### config.mk
export PLATFORM = sky130hd
export DESIGN_NAME = vas_sequencer
export DESIGN_NICKNAME = d
export VERILOG_FILES = /design/src/logic/vas_pkg.sv /design/src/logic/vas_tick_if.sv /design/src/logic/vas_timebase.sv /design/src/logic/vas_sequencer.sv
export SDC_FILE = /design/constraint.sdc
export NUM_CORES = 1
export LEC_CHECK = 0
export ABC_AREA = 1
export BUFFER_PORTS_ARGS = -buffer_cell sky130_fd_sc_hd__buf_2
export CAP_MARGIN = 20
export CORE_ASPECT_RATIO = 0.6
export CORE_MARGIN = 2
export CORE_UTILIZATION = 58
export CTS_CLUSTER_DIAMETER = 40
export DETAILED_ROUTE_END_ITERATION = 16
export PLACE_DENSITY_LB_ADDON = 0.15
export SETUP_SLACK_MARGIN = 0.02
export SYNTH_ARGS = -nofsm -noshare
export SYNTH_HDL_FRONTEND = slang
export SYNTH_SLANG_ARGS = --single-unit
export TNS_END_PERCENT = 10
### constraint.sdc
create_clock -name clk_i -period 1.9 [get_ports clk_i]
set_input_delay 0.19 -clock clk_i [delete_from_list [all_inputs] [get_ports clk_i]]
set_output_delay 0.19 -clock clk_i [all_outputs]
set_load 0.01 [all_outputs]
### src/logic/vas_pkg.sv
// Purpose: Shared constants and types for the vibration alarm sequencer.
// Assumes: 50 MHz system clock, 1 ms time base.
// Notes:   All phase timing is counted in milliseconds.
package vas_pkg;

  localparam int unsigned CLK_HZ       = 50_000_000;
  localparam int unsigned MS_PER_S     = 1000;
  localparam int unsigned BUZ_HZ_DEF   = 2500;

  // Times in milliseconds
  localparam int unsigned STANDBY_MS   = 10000;
  localparam int unsigned STBY_PER_MS  = 50;
  localparam int unsigned ALARM_MS     = 20000;
  localparam int unsigned ALARM_PER_MS = 500;
  localparam int unsigned WAKE_MS      = 3280;
  localparam int unsigned HEART_MS     = 10;

  typedef logic [14:0] vas_ms_t;

  localparam vas_ms_t STANDBY_LAST  = vas_ms_t'(STANDBY_MS - 1);
  localparam vas_ms_t STBY_HALF     = vas_ms_t'(STBY_PER_MS / 2 - 1);
  localparam vas_ms_t ALARM_LAST    = vas_ms_t'(ALARM_MS - 1);
  localparam vas_ms_t ALARM_HALF    = vas_ms_t'(ALARM_PER_MS / 2 - 1);
  localparam vas_ms_t WAKE_LAST     = vas_ms_t'(WAKE_MS - 1);
  localparam vas_ms_t HEART_LAST    = vas_ms_t'(HEART_MS - 1);
  localparam vas_ms_t MS_ZERO       = 15'h0000;
  localparam vas_ms_t MS_ONE        = 15'h0001;

  localparam logic LED_ON   = 1'b0;
  localparam logic LED_OFF  = 1'b1;
  localparam logic BUZ_IDLE = 1'b0;

  typedef enum logic [1:0] {
    VAS_STANDBY = 2'h0,
    VAS_SLEEP   = 2'h1,
    VAS_ALARM   = 2'h3,
    VAS_HEART   = 2'h2
  } vas_state_t;

endpackage : vas_pkg

### src/logic/vas_tick_if.sv
// Purpose: Carries the time base enables from divider to sequencer.
// Assumes: Single clock domain.
// Notes:   Both signals are one-cycle enable pulses.
`timescale 1ns/100ps
`default_nettype none
interface vas_tick_if;
  logic ms_tick;
  logic buz_tick;
  modport src (output ms_tick, output buz_tick);
  modport dst (input  ms_tick, input  buz_tick);
endinterface : vas_tick_if
`default_nettype wire

### src/logic/vas_timebase.sv
// Purpose: Free-running 1 ms tick and buzzer half-period tick.
// Assumes: Counts given in system clock cycles.
// Notes:   Runs from reset, never gated.
`timescale 1ns/100ps
`default_nettype none
module vas_timebase
  import vas_pkg::*;
#(
  parameter int unsigned TICK_CYCLES = CLK_HZ / MS_PER_S,
  parameter int unsigned BUZ_HALF    = CLK_HZ / (2 * BUZ_HZ_DEF)
) (
  input  wire logic clk_i,
  input  wire logic rst_n_i,
  vas_tick_if.src   tick
);

  logic [15:0] ms_cnt_r;
  logic [15:0] ms_cnt_nxt;
  logic [15:0] buz_cnt_r;
  logic [15:0] buz_cnt_nxt;
  logic        ms_hit;
  logic        buz_hit;

  always_comb begin
    ms_hit      = (ms_cnt_r == 16'(TICK_CYCLES - 1)); // [RULE9]
    buz_hit     = (buz_cnt_r == 16'(BUZ_HALF - 1));
    ms_cnt_nxt  = ms_hit  ? 16'h0000 : ms_cnt_r + 16'h0001;
    buz_cnt_nxt = buz_hit ? 16'h0000 : buz_cnt_r + 16'h0001;
  end

  always_ff @(posedge clk_i or negedge rst_n_i) begin
    if (!rst_n_i) begin
      ms_cnt_r  <= 16'h0000;
      buz_cnt_r <= 16'h0000;
    end else begin
      ms_cnt_r  <= ms_cnt_nxt;
      buz_cnt_r <= buz_cnt_nxt;
    end
  end

  assign tick.ms_tick  = ms_hit;
  assign tick.buz_tick = buz_hit;

endmodule : vas_timebase
`default_nettype wire

### src/logic/vas_sequencer.sv
// Purpose: Window vibration alarm sequencer (standby, sleep, alarm, beat).
// Assumes: 50 MHz clk_i, vibration input asynchronous to it.
// Notes:   LED pin is active low; buzzer idles low.
// Behaviour
// (RULE1) After reset the LED toggles with a 50 ms cycle for 10 s of standby.
// (RULE2) Vibration is ignored until the 10 s standby has ended.
// (RULE3) When idle the block sleeps and wakes only on vibration or watchdog.
// (RULE4) A vibration while armed starts an alarm with buzzer active for 20 s.
// (RULE5) During the alarm the LED toggles with a 500 ms cycle for 20 s.
// (RULE6) Without alarm it wakes about every 3.28 s for a short LED blink.
// (RULE7) Outside standby, alarm and heartbeat blinks the LED is held off.
// (RULE8) When the alarm ends, buzzer and LED stop, sensing re-arms, sleep.
// (RULE9) All phase timing derives from a free-running 1 ms tick; the buzzer has its own half-period tick.
// (RULE10) The buzzer carries a square wave in alarm and idles otherwise.
// (RULE11) The LED pin is active low.
// (RULE12) The sensor gives a high pulse that drops when vibration stops.
// (RULE13) The vibration input is synchronised by two flops, rising edge used.
`timescale 1ns/100ps
`default_nettype none
module vas_sequencer
  import vas_pkg::*;
#(
  parameter int unsigned TICK_CYCLES = CLK_HZ / MS_PER_S,
  parameter int unsigned BUZ_HZ      = BUZ_HZ_DEF
) (
  input  wire logic clk_i,
  input  wire logic rst_n_i,
  input  wire logic vibration_irq_input_i,
  output logic      alarm_led_pin_o,
  output logic      buzzer_wave_output_o,
  output logic      sensing_active_o,
  output logic      sleep_o
);

  //////////////////////////////////////////////////////////////////////////////

  vas_tick_if tick ();

  vas_timebase #(
    .TICK_CYCLES (TICK_CYCLES),
    .BUZ_HALF    (CLK_HZ / (2 * BUZ_HZ))
  ) u_timebase (
    .clk_i   (clk_i),
    .rst_n_i (rst_n_i),
    .tick    (tick)
  );

  //////////////////////////////////////////////////////////////////////////////

  // Terminal count compare, shared by every phase counter
  function automatic logic ms_last(input vas_ms_t cnt, input vas_ms_t last);
    ms_last = (cnt == last);
  endfunction : ms_last

  vas_state_t state_r;
  vas_state_t state_nxt;
  vas_ms_t    phase_r;
  vas_ms_t    phase_nxt;
  vas_ms_t    blink_r;
  vas_ms_t    blink_nxt;
  vas_ms_t    wdt_r;
  vas_ms_t    wdt_nxt;
  logic       led_r;
  logic       led_nxt;
  logic       buz_r;
  logic       buz_nxt;
  logic       vib_s1_r;
  logic       vib_s2_r;
  logic       vib_s3_r;
  logic       vib_evt;
  logic       wake_evt;
  logic       sensing_r;
  logic       sensing_nxt;
  logic       sleep_r;
  logic       sleep_nxt;

  // The second and third stages feed the edge detector
  assign vib_evt = vib_s2_r & ~vib_s3_r; // [RULE13] [RULE12]

  always_ff @(posedge clk_i or negedge rst_n_i) begin
    if (!rst_n_i) begin
      vib_s1_r <= 1'b0;
      vib_s2_r <= 1'b0;
      vib_s3_r <= 1'b0;
    end else begin
      vib_s1_r <= vibration_irq_input_i; // [RULE13]
      vib_s2_r <= vib_s1_r;
      vib_s3_r <= vib_s2_r;
    end
  end

  //////////////////////////////////////////////////////////////////////////////

  // Watchdog keeps counting through sleep and heartbeat, as it would in stop
  always_comb begin
    wdt_nxt  = wdt_r;
    wake_evt = 1'b0;
    if (state_r == VAS_STANDBY || state_r == VAS_ALARM) begin
      wdt_nxt = MS_ZERO;
    end else if (tick.ms_tick) begin
      if (ms_last(wdt_r, WAKE_LAST)) begin // [RULE6]
        wdt_nxt  = MS_ZERO;
        wake_evt = 1'b1;
      end else begin
        wdt_nxt = wdt_r + MS_ONE;
      end
    end
  end

  always_comb begin
    state_nxt = state_r;
    phase_nxt = phase_r;
    blink_nxt = blink_r;
    led_nxt   = led_r;
    buz_nxt   = BUZ_IDLE;
    case (state_r)
      VAS_STANDBY: begin
        // Vibration edges are simply dropped here
        if (tick.ms_tick) begin // [RULE9]
          blink_nxt = blink_r + MS_ONE;
          phase_nxt = phase_r + MS_ONE;
          if (ms_last(blink_r, STBY_HALF)) begin
            blink_nxt = MS_ZERO;
            led_nxt   = ~led_r; // [RULE1]
          end
          if (ms_last(phase_r, STANDBY_LAST)) begin // [RULE2]
            state_nxt = VAS_SLEEP;
            phase_nxt = MS_ZERO;
            blink_nxt = MS_ZERO;
            led_nxt   = LED_OFF; // [RULE7]
          end
        end
      end
      VAS_SLEEP: begin
        led_nxt = LED_OFF; // [RULE7] [RULE11]
        if (vib_evt) begin // [RULE3] [RULE4]
          state_nxt = VAS_ALARM;
          phase_nxt = MS_ZERO;
          blink_nxt = MS_ZERO;
          led_nxt   = LED_ON;
        end else if (wake_evt) begin // [RULE3] [RULE6]
          state_nxt = VAS_HEART;
          phase_nxt = MS_ZERO;
          led_nxt   = LED_ON;
        end
      end
      VAS_HEART: begin
        if (vib_evt) begin // [RULE4]
          state_nxt = VAS_ALARM;
          phase_nxt = MS_ZERO;
          blink_nxt = MS_ZERO;
          led_nxt   = LED_ON;
        end else if (tick.ms_tick) begin
          phase_nxt = phase_r + MS_ONE;
          if (ms_last(phase_r, HEART_LAST)) begin // [RULE6]
            state_nxt = VAS_SLEEP;
            phase_nxt = MS_ZERO;
            led_nxt   = LED_OFF; // [RULE7]
          end
        end
      end
      VAS_ALARM: begin
        // Further vibration while sounding does not restart the 20 s
        buz_nxt = tick.buz_tick ? ~buz_r : buz_r; // [RULE10]
        if (tick.ms_tick) begin
          blink_nxt = blink_r + MS_ONE;
          phase_nxt = phase_r + MS_ONE;
          if (ms_last(blink_r, ALARM_HALF)) begin
            blink_nxt = MS_ZERO;
            led_nxt   = ~led_r; // [RULE5]
          end
          if (ms_last(phase_r, ALARM_LAST)) begin // [RULE4] [RULE8]
            state_nxt = VAS_SLEEP;
            phase_nxt = MS_ZERO;
            blink_nxt = MS_ZERO;
            led_nxt   = LED_OFF;
            buz_nxt   = BUZ_IDLE; // [RULE10]
          end
        end
      end
      default: begin
        state_nxt = VAS_SLEEP;
        led_nxt   = LED_OFF;
      end
    endcase
  end

  always_ff @(posedge clk_i or negedge rst_n_i) begin
    if (!rst_n_i) begin
      state_r <= VAS_STANDBY; // [RULE1]
      phase_r <= MS_ZERO;
      blink_r <= MS_ZERO;
      wdt_r   <= MS_ZERO;
      led_r   <= LED_ON;
      buz_r   <= BUZ_IDLE;
    end else begin
      state_r <= state_nxt;
      phase_r <= phase_nxt;
      blink_r <= blink_nxt;
      wdt_r   <= wdt_nxt;
      led_r   <= led_nxt;
      buz_r   <= buz_nxt;
    end
  end

  // Status pins from flops, so state decode never glitches onto them
  always_comb begin
    sensing_nxt = (state_nxt == VAS_SLEEP) ||
                  (state_nxt == VAS_HEART); // [RULE2]
    sleep_nxt   = (state_nxt == VAS_SLEEP); // [RULE3]
  end

  always_ff @(posedge clk_i or negedge rst_n_i) begin
    if (!rst_n_i) begin
      sensing_r <= 1'b0;
      sleep_r   <= 1'b0;
    end else begin
      sensing_r <= sensing_nxt;
      sleep_r   <= sleep_nxt;
    end
  end

  //////////////////////////////////////////////////////////////////////////////

  assign alarm_led_pin_o      = led_r; // [RULE11]
  assign buzzer_wave_output_o = buz_r;
  assign sensing_active_o     = sensing_r; // [RULE2]
  assign sleep_o              = sleep_r;

endmodule : vas_sequencer
`default_nettype wire

Word level (Yosys, flattened, before mapping)
Cells that the tools add are included.
{"block": "totals", "elab_cells": 103, "reg_bits": 86, "output_inout_bits": 4}
{"block": "op_classes", "n_mux": 52, "bitwise": 4, "n_addsub": 5, "n_eq_ne": 21, "reduce_logical": 8}
{"operator": "15-bit two-way mux", "count": 19}
{"operator": "15-bit case mux with 4 select lines", "count": 1}
{"operator": "15-bit by 1-bit adder with 15-bit output, second input constant", "count": 3}
{"operator": "15-bit case mux with 3 select lines", "count": 1}
{"operator": "16-bit by 1-bit adder with 16-bit output, second input constant", "count": 2}
{"operator": "16-bit two-way mux", "count": 2}
{"operator": "1-bit two-way mux", "count": 18}
{"operator": "2-bit two-way mux", "count": 9}
{"operator": "16-bit by 14-bit == test with 1-bit output, second input constant", "count": 1}
{"operator": "16-bit == test, second input constant", "count": 1}
{"operator": "15-bit by 12-bit == test with 1-bit output, second input constant", "count": 1}
{"operator": "15-bit by 14-bit == test with 1-bit output, second input constant", "count": 1}
{"operator": "15-bit == test, second input constant", "count": 1}
{"operator": "15-bit by 4-bit == test with 1-bit output, second input constant", "count": 1}
{"operator": "15-bit by 5-bit == test with 1-bit output, second input constant", "count": 1}
{"operator": "15-bit by 8-bit == test with 1-bit output, second input constant", "count": 1}
{"operator": "3-bit inequality test, second input constant", "count": 3}
{"operator": "2-bit case mux with 4 select lines", "count": 1}
{"operator": "2-bit == test, second input constant", "count": 3}
{"operator": "3-bit by 1-bit inequality test with 1-bit output, second input constant", "count": 2}
{"operator": "6-bit AND reduction", "count": 1}
{"operator": "2-bit by 1-bit == test with 1-bit output, second input constant", "count": 2}
{"operator": "2-bit inequality test, second input constant", "count": 2}
{"operator": "1-bit case mux with 4 select lines", "count": 1}
{"operator": "other kinds (9)", "count": 12}

Depth between registers and ports, before layout
Gate-level depths: netlist (run 1).
{"block": "depth", "depth_word": 9, "ltp_mapped": 14, "depth_no_buf": 14}

Modules after synthesis
A second synthesis (run 1) with hierarchy kept.
{"block": "hier_totals", "cells_unflattened": 804, "hier_area_um2": 5547.8}
{"mod": "vas_sequencer", "area_per_inst_um2": 3854.9, "seq_area_each_um2": 1351.3, "n_inst": 1, "cells_each": 581}
{"mod": "vas_timebase", "area_per_inst_um2": 1692.9, "seq_area_each_um2": 800.8, "n_inst": 1, "cells_each": 223}

Least setup slack after synthesis (run 1)
OpenSTA, ideal clock, no wires.
{"block": "synth_path", "path_type": "register -> register", "start": "reg state_r[0]", "end": "reg phase_r[13]", "t_arrival_ps": 1702, "slack_ps": 76, "required_ps": 1778, "synth_period_minus_slack_ps": 1824, "stages_incl_launch_ff": 11, "path_buffers": 2, "path_cell_list": "dfrtp_1 > inv_1 > ha_1 > buf_2 > inv_1 > nor2_1 > o31ai_1 > nand2_4 > buf_2 > nand2_1 > o21ai_1"}
{"block": "synth_between", "elab_chain_len": 5, "elab_cells_between_ends": 12}
{"element": "start, declared", "line": "vas_sequencer.sv:55", "rtl": "vas_state_t state_r;"}
{"element": "start signal, assigned", "line": "vas_sequencer.sv:197", "rtl": "state_r <= state_nxt;"}
{"element": "2-bit == test / 2-bit zero test (equally long branches)", "line": "vas_sequencer.sv:98, vas_sequencer.sv:116"}
{"element": "1-bit logical OR", "line": "vas_sequencer.sv:98", "rtl": "if (state_r == VAS_STANDBY || state_r == VAS_ALARM) begin"}
{"element": "1-bit two-way mux", "line": "vas_sequencer.sv:98"}
{"element": "3-bit inequality test (no source line)"}
{"element": "4-bit AND reduction (no source line)"}
{"element": "end signal, assigned", "line": "vas_sequencer.sv:198", "rtl": "phase_r <= phase_nxt;"}
{"element": "end, declared", "line": "vas_sequencer.sv:57", "rtl": "vas_ms_t phase_r;"}
Several ways; a longest one is shown, not always the timed one.
A chain may end at the register's enable or synchronous reset.

Final worst setup path (run 1)
{"block": "layout_path", "start": "reg phase_r[0]", "end": "reg sensing_r (netlist: sensing_active_o)"}
{"block": "layout_between", "elab_chain_len": 7, "elab_cells_between_ends": 14}
{"element": "15-bit by 4-bit == test with 1-bit output", "line": "vas_sequencer.sv:52", "rtl": "ms_last = (cnt == last);"}
{"element": "2-bit two-way mux", "line": "vas_sequencer.sv:155", "rtl": "if (ms_last(phase_r, HEART_LAST)) begin"}
{"element": "2-bit two-way mux", "line": "vas_sequencer.sv:153", "rtl": "end else if (tick.ms_tick) begin"}
{"element": "2-bit two-way mux", "line": "vas_sequencer.sv:148", "rtl": "if (vib_evt) begin"}
{"element": "2-bit case mux with 4 select lines *", "line": "vas_sequencer.sv:116", "rtl": "case (state_r)"}
{"element": "2-bit by 1-bit == test with 1-bit output / 2-bit == test (equally long branches)", "line": "vas_sequencer.sv:208, vas_sequencer.sv:209"}
{"element": "1-bit logical OR *", "line": "vas_sequencer.sv:208", "rtl": "sensing_nxt = (state_nxt == VAS_SLEEP) ||"}
{"element": "via sensing_nxt", "line": "vas_sequencer.sv:73", "rtl": "logic sensing_nxt;"}
{"element": "end signal, assigned", "line": "vas_sequencer.sv:218", "rtl": "sensing_r <= sensing_nxt;"}
{"element": "end, declared", "line": "vas_sequencer.sv:72", "rtl": "logic sensing_r;"}
The timed path passes the listed nets; every way through them passes the cells marked *.

==> flow_metrics.tcl, run 1 <==
set metrics [dict create \
    synthMuxAreaShare_pct 0.184 \
    path_clk_slew_ns 0.06 \
    routed_via_density 5.59 \
    tritoncts "done" \
    wl_mm 13.3 \
    cts_sinks 86 \
    track_usage_pct 26.9 \
    fin_setup_tns_ns 0 \
    finClkSkew_ns 0.00668 \
    synth_compound_area_share_pct 7.19 \
    ir_drop_mv 0.570 \
    maxSlewViolCount 0 \
    fmax_ghz 0.529 \
    setup_ws_ns 0.00965 \
    cts-htree-levels 3 \
    slew_headroom_pct 75.1 \
    reg2regPathDepth 10 \
    hp-class "input pin to asynchronous set/reset pin" \
    startpoint_type "flop" \
    synthCells 756 \
    root_buffer "clkbuf_16" \
    drtIter0Drc 454 \
    synth_edf_count 0 \
    power_leakage_nw 3.22 \
    cts_buffers 9 \
    fin_crit_ns 1.89 \
    ys_seq_elements 86 \
    period_share_pct 99.5 \
    die-area_um2 10200 \
    maxCapViolCount 0 \
    syn_area_um2 5430 \
    antenna_left 0 \
    rows 27 \
    place_inst 900 \
    cts_max_path_buffers 2 \
    crit_fanout 7 \
    die_w_um 129 \
    yosysTopAreaCellShare_pct 39.6 \
    die_y_um 79.0 \
    rrSetupSlack_ns 0.01 \
    antenna_found_initial 0 \
    layout.nets 824 \
    grt_pass1_vias 4733 \
    setup_violations 0 \
    instances_no_fill 928 \
    drc 0 \
    layout_commonest_cell "nand2_1" \
    synth_top_cell_by_area "dfrtp_1" \
    status "complete, no violations" \
    layout_common_cells "nand2_1 (183), inv_1 (100), nor2_1 (85)" \
    insertion_delay_ns 0.34 \
    fin_util_pct 70.1 \
    first_pass_iters 5 \
    grt_max_degree 50 \
    final_area_um2 6390 \
    dp.final_hpwl_mm 9.57 \
    p_per_area_nw_per_um2 576 \
    avgSynthCellArea_um2 7.19 \
    gp_congestion 0.969 \
    cpPeakStageDelay_ns 0.42 \
    synth_fa_ha_area_share_pct 3.22 \
    rsz0062_at_grt "yes" \
    n_antenna_cell 0 \
    area.growth.synth_to_final_pct 17.7 \
    ys.warnings.count 0 \
    final_layout_size_suffix_gt1_share_pct 18.1 \
    worstPathRequired_ns 2.19 \
    synth_top_family_by_area "simple AND/OR/NAND/NOR gates" \
    worstReg2RegStart "phase_r[0]" \
    vias 5186 \
    async_flop_share_pct 100 \
    tightest_slew_ns 0.370 \
    synth_cell_types 43 \
    synthSimpleGateAreaFrac_pct 36.4 \
    wire_per_inst_um 14.3 \
    gr-total-overflow 0 \
    port-buffer-count 6 \
    fp.coreArea_um2 9120 \
    floorplan.initialDensity_pct 59.6 \
    worstSetupEndpointType "flop" \
    hold_viol_final 0 \
    startpoint "phase_r[0]" \
    yosys.area_share.xor_xnor_pct 3.55 \
    dpl_worst_slack_ns -0.0741 \
    critPathKind "flop to flop" \
    ys.flop_type "dfrtp_1" \
    crit_chain "ha_4 > nand2_4 > nor2_8 > buf_4 > nand3_2 > o21ai_2 > nor2_1 > a21oi_2 > ha_1 > inv_1" \
    io_pins 7 \
    synth_area_leaders "dfrtp_1 (40%), nand2_1 (13%), inv_1 (7.0%)" \
    r2r_end "sensing_active_o" \
    post_dp_cell_area_um2 5810 \
    crit_path_end "sensing_active_o" \
    arrival_ns 2.18 \
    grt_pass1_wl_mm 21.9 \
    slowest_stage "dfrtp_1" \
    syn_nets 773 \
    yosysSeqAreaShare_pct 39.6 \
]
-- through the flow --
step	power (mW)	hold WS, ns
2_1_floorplan	1.88	-0.106
3_3_place_gp	1.92	0.0587
3_5_place_dp	1.93	0.0610
4_1_cts	3.71	0.241
5_1_grt	3.78	0.261
6_report	3.68	0.240
-- state kept, by name (all words and copies together) (netlist names) --
| name | flops |
|---|---|
| alarm_led_pin_o | 1 |
| blink_r | 15 |
| buzzer_wave_output_o | 1 |
| phase_r | 15 |
| sensing_active_o | 1 |
| sleep_o | 1 |
| state_r | 2 |
| u_timebase.buz_cnt_r | 16 |
| u_timebase.ms_cnt_r | 16 |
| vib_s1_r | 1 |
| vib_s2_r | 1 |
| vib_s3_r | 1 |
| wdt_r | 15 |
-- where the power goes --
part | leakage (nW) | internal [mW] | switching [mW]
Combinational | 1.92 | 0.0130 | 0.0435
Clock | 0.142 | 1.06 | 0.738
Sequential | 1.16 | 1.83 | 0.00108
-- worst min path at each step --
| stage | slack [ns] | to | start |
|---|---|---|---|
| 3_5_place_dp | 0.06 | wdt_r[6] | rst_n_i |
| 2_1_floorplan | -0.11 | alarm_led_pin_o | rst_n_i |
| 3_3_place_gp | 0.06 | wdt_r[6] | rst_n_i |
| 6_report | 0.24 | vib_s1_r | rst_n_i |
| 5_1_grt | 0.26 | vib_s1_r | rst_n_i |
| 4_1_cts | 0.24 | vib_s1_r | rst_n_i |
-- metal layers --
| metal | vias up | GRT usage (%) | share of wire [%] | routed length, um |
|---|---|---|---|---|
| met4 | 0 | 6.09 | 0.77 | 103 |
| met1 | 2412 | 39.7 | 46 | 6190 |
| met5 | - | 0 | 0 | 0 |
| li1 | 2531 | - | - | - |
| met3 | 11 | 6.00 | 8.7 | 1160 |
| met2 | 232 | 40.5 | 44 | 5860 |
-- worst max-delay path: cells and delay by family (launching register included) --
kind	cells	cell delay, ns
AND/OR/NAND/NOR	4	0.49
flip-flops	1	0.42
adder cells (fa/ha/maj)	2	0.42
AO/OA/AOI/OAI	2	0.32
buffers and inverters	2	0.19
-- timing repair --
item	4_1_cts	5_1_grt
setup endpoints to repair	18	44
setup buffers	0	10
resized for setup	9	47
pin swaps	0	14
endpoints found under the hold margin	14	0
hold buffers	2	0
-- area by class of cell --
| class | instances | area (um2) |
|---|---|---|
| clock buffer | 11 | 243 |
| timing repair buffer | 54 | 414 |
| fill | 738 | 2730 |
| multi-input combinational | 539 | 2920 |
| clock inverter | 5 | 58.8 |
| inverter | 117 | 452 |
| tap | 116 | 145 |
| sequential | 86 | 2160 |
-- cell families (layout without fill, tap and decap cells) --
group	Yosys count	in the layout
buffers and inverters	131	187
multiplexers	1	1
AO/OA/AOI/OAI	71	71
AND/OR/NAND/NOR	431	431
XOR/XNOR	22	22
adder cells (fa/ha/maj)	14	14
flip-flops	86	86
-- cells in the mapped netlist (2+ instances only) --
cell,number
dfrtp_1,86
nand3_1,62
xnor2_1,4
buf_6,2
nor2_1,96
nand2_1,186
o21ai_0,30
a21oi_1,14
nor3_1,20
clkinv_1,2
and3_1,2
nor2_8,2
ha_1,14
nor2_2,5
clkbuf_1,4
nor3_2,3
o21bai_1,4
nand3_2,6
inv_1,102
nor4_1,6
nand3b_1,2
nand2_2,5
xor2_1,18
o31ai_1,3
nand4_1,30
nand2_4,2
o21ai_1,13
inv_2,11
a31oi_1,3
buf_2,6
Note: power is estimated with default switching activity, not from simulation.
==> run 2: changes to the inputs <==
==> constraint.sdc (replaced) <==
create_clock -name clk_i -period 1.62 [get_ports clk_i]
set_input_delay 0.162 -clock clk_i [delete_from_list [all_inputs] [get_ports clk_i]]
set_output_delay 0.162 -clock clk_i [all_outputs]
set_load 0.01 [all_outputs]
==> flow_metrics.tcl, run 2 (synthesis gave the netlist of run 1 again) <==
set metrics [dict create \
    status "finished, violations left" \
    violations "setup timing" \
    worstSetupEndpointType "flop" \
    port-buffer-count 6 \
    dp.final_hpwl_mm 10.7 \
    power_leakage_nw 3.85 \
    hold_viol_final 0 \
    reg2regPathDepth 11 \
    setup_violations 51 \
    reg_top3 "u_timebase.buz_cnt_r (16), u_timebase.ms_cnt_r (16)" \
    critPathKind "flop to flop" \
    drc 0 \
    arrival_ns 2.17 \
    rrSetupSlack_ns -0.26 \
    cts_buffers 9 \
    drtIter0Drc 545 \
    finalPower_mw 4.48 \
    cts_sinks 86 \
    floorplan.initialDensity_pct 59.6 \
    period_share_pct 116 \
    cts-htree-levels 3 \
    final_layout_size_suffix_gt1_share_pct 33.9 \
    area.growth.synth_to_final_pct 39.9 \
    layout.nets 936 \
    first_pass_iters 5 \
    worstReg2RegStart "phase_r[5]" \
    hp-class "input pin to asynchronous set/reset pin" \
    rows 27 \
    ir_drop_mv 0.552 \
    vias 5857 \
    startpoint_type "flop" \
    cts_max_path_buffers 2 \
    maxCapViolCount 0 \
    fin_setup_tns_ns -5.05 \
    die-area_um2 10200 \
    root_buffer "clkbuf_16" \
    n_fill_cell 520 \
    track_usage_pct 30.7 \
    io_pins 7 \
    n_antenna_cell 0 \
    insertion_delay_ns 0.35 \
    fmax_ghz 0.531 \
    fin_crit_ns 1.88 \
    path_clk_slew_ns 0.06 \
    tightest_slew_ns 0.340 \
    r2r_end "sensing_active_o" \
    tritoncts "done" \
    die_w_um 129 \
    layout_commonest_cell "nand2_1" \
    slew_headroom_pct 77.1 \
    crit_fanout 5 \
    grt_pass1_wl_mm 25.1 \
    grt_pass1_vias 5494 \
    routed_via_density 5.63 \
    wl_mm 16.0 \
    p_per_area_nw_per_um2 589 \
    holdWs_ns 0.269 \
    worstPathRequired_ns 1.91 \
    ff_latch_area_um2 2160 \
    gr-total-overflow 0 \
    die_y_um 79.0 \
    antenna_found_initial 0 \
    maxSlewViolCount 0 \
    rsz0062_at_grt "yes" \
    setup_ws_ns -0.263 \
    multi_input_area_um2 3220 \
    gp_congestion 0.947 \
    layout_common_cells "nand2_1 (174), buf_4 (152), inv_1 (94)" \
    antenna_left 0 \
    fp.coreArea_um2 9120 \
    wire_per_inst_um 15.4 \
    finClkSkew_ns 0.00735 \
    grt_max_degree 40 \
]
run 2: cell type report:
class,instances,share of cell area [%]
repair buffers,165,16.8
flip-flops and latches,86,28.4
clock buffers,9,2.96
inverters,117,6.12
well taps,116,1.91
multi-input cells,539,42.3
repair inverters,1,0.115
clock inverters,7,1.28
run 2: through the flow:
step / std cells / util (%) / cell area (um2) / worst slack [ns]
final: 1040 / 83.3 / 7600 / -0.263
after detailed placement: 1008 / 73.5 / 6700 / -0.197
after CTS: 1032 / 79.4 / 7240 / -0.175
after global routing: 1040 / 83.3 / 7600 / -0.340
after global placement: 1008 / 73.5 / 6700 / -0.146
after floorplan: 756 / - / 5530 / -0.0887
run 2: worst max-delay path: stages (launching register included):
cell and delay, ns:
dfrtp_2 0.46, nor2_2 0.16, nand2_1 0.10, nor2_1 0.13
nand2_1 0.12, o21ai_1 0.13, nand2_1 0.08, nand2_1 0.11
nand3_2 0.10, a21oi_2 0.15, ha_1 0.24, inv_1 0.05
run 2: per-layer routing:
layer  vias up  routed length [um]  track usage (%)
li1       2758                   -                -
met1      2778                7230             43.7
met2       280                7450             48.7
met4         0                 330             8.91
met3        41                1030             5.05
met5         -                   0                0
run 2: how the worst max path moves through the flow:
stage | start | to | cells past startpoint
2_1_floorplan | phase_r[0] | sensing_active_o | 11
3_5_place_dp | u_timebase.ms_cnt_r[5] | sensing_active_o | 11
5_1_grt | phase_r[5] | sensing_active_o | 11
3_3_place_gp | state_r[1] | phase_r[10] | 11
6_report | phase_r[5] | sensing_active_o | 11
4_1_cts | u_timebase.ms_cnt_r[0] | sensing_active_o | 12
run 2: what timing repair did:
item	CTS	global route
pin swaps	11	36
setup buffers	5	7
hold endpoints to repair	24	0
resized for setup	42	80
hold buffers	2	0
gates cloned	1	1
setup endpoints to repair	57	63
run 2: power breakdown:
part / internal, mW / switching, mW / total (mW)
Sequential: 2.15 / 0.00167 / 2.15
Combinational: 0.0201 / 0.0552 / 0.0753
Clock: 1.36 / 0.895 / 2.25
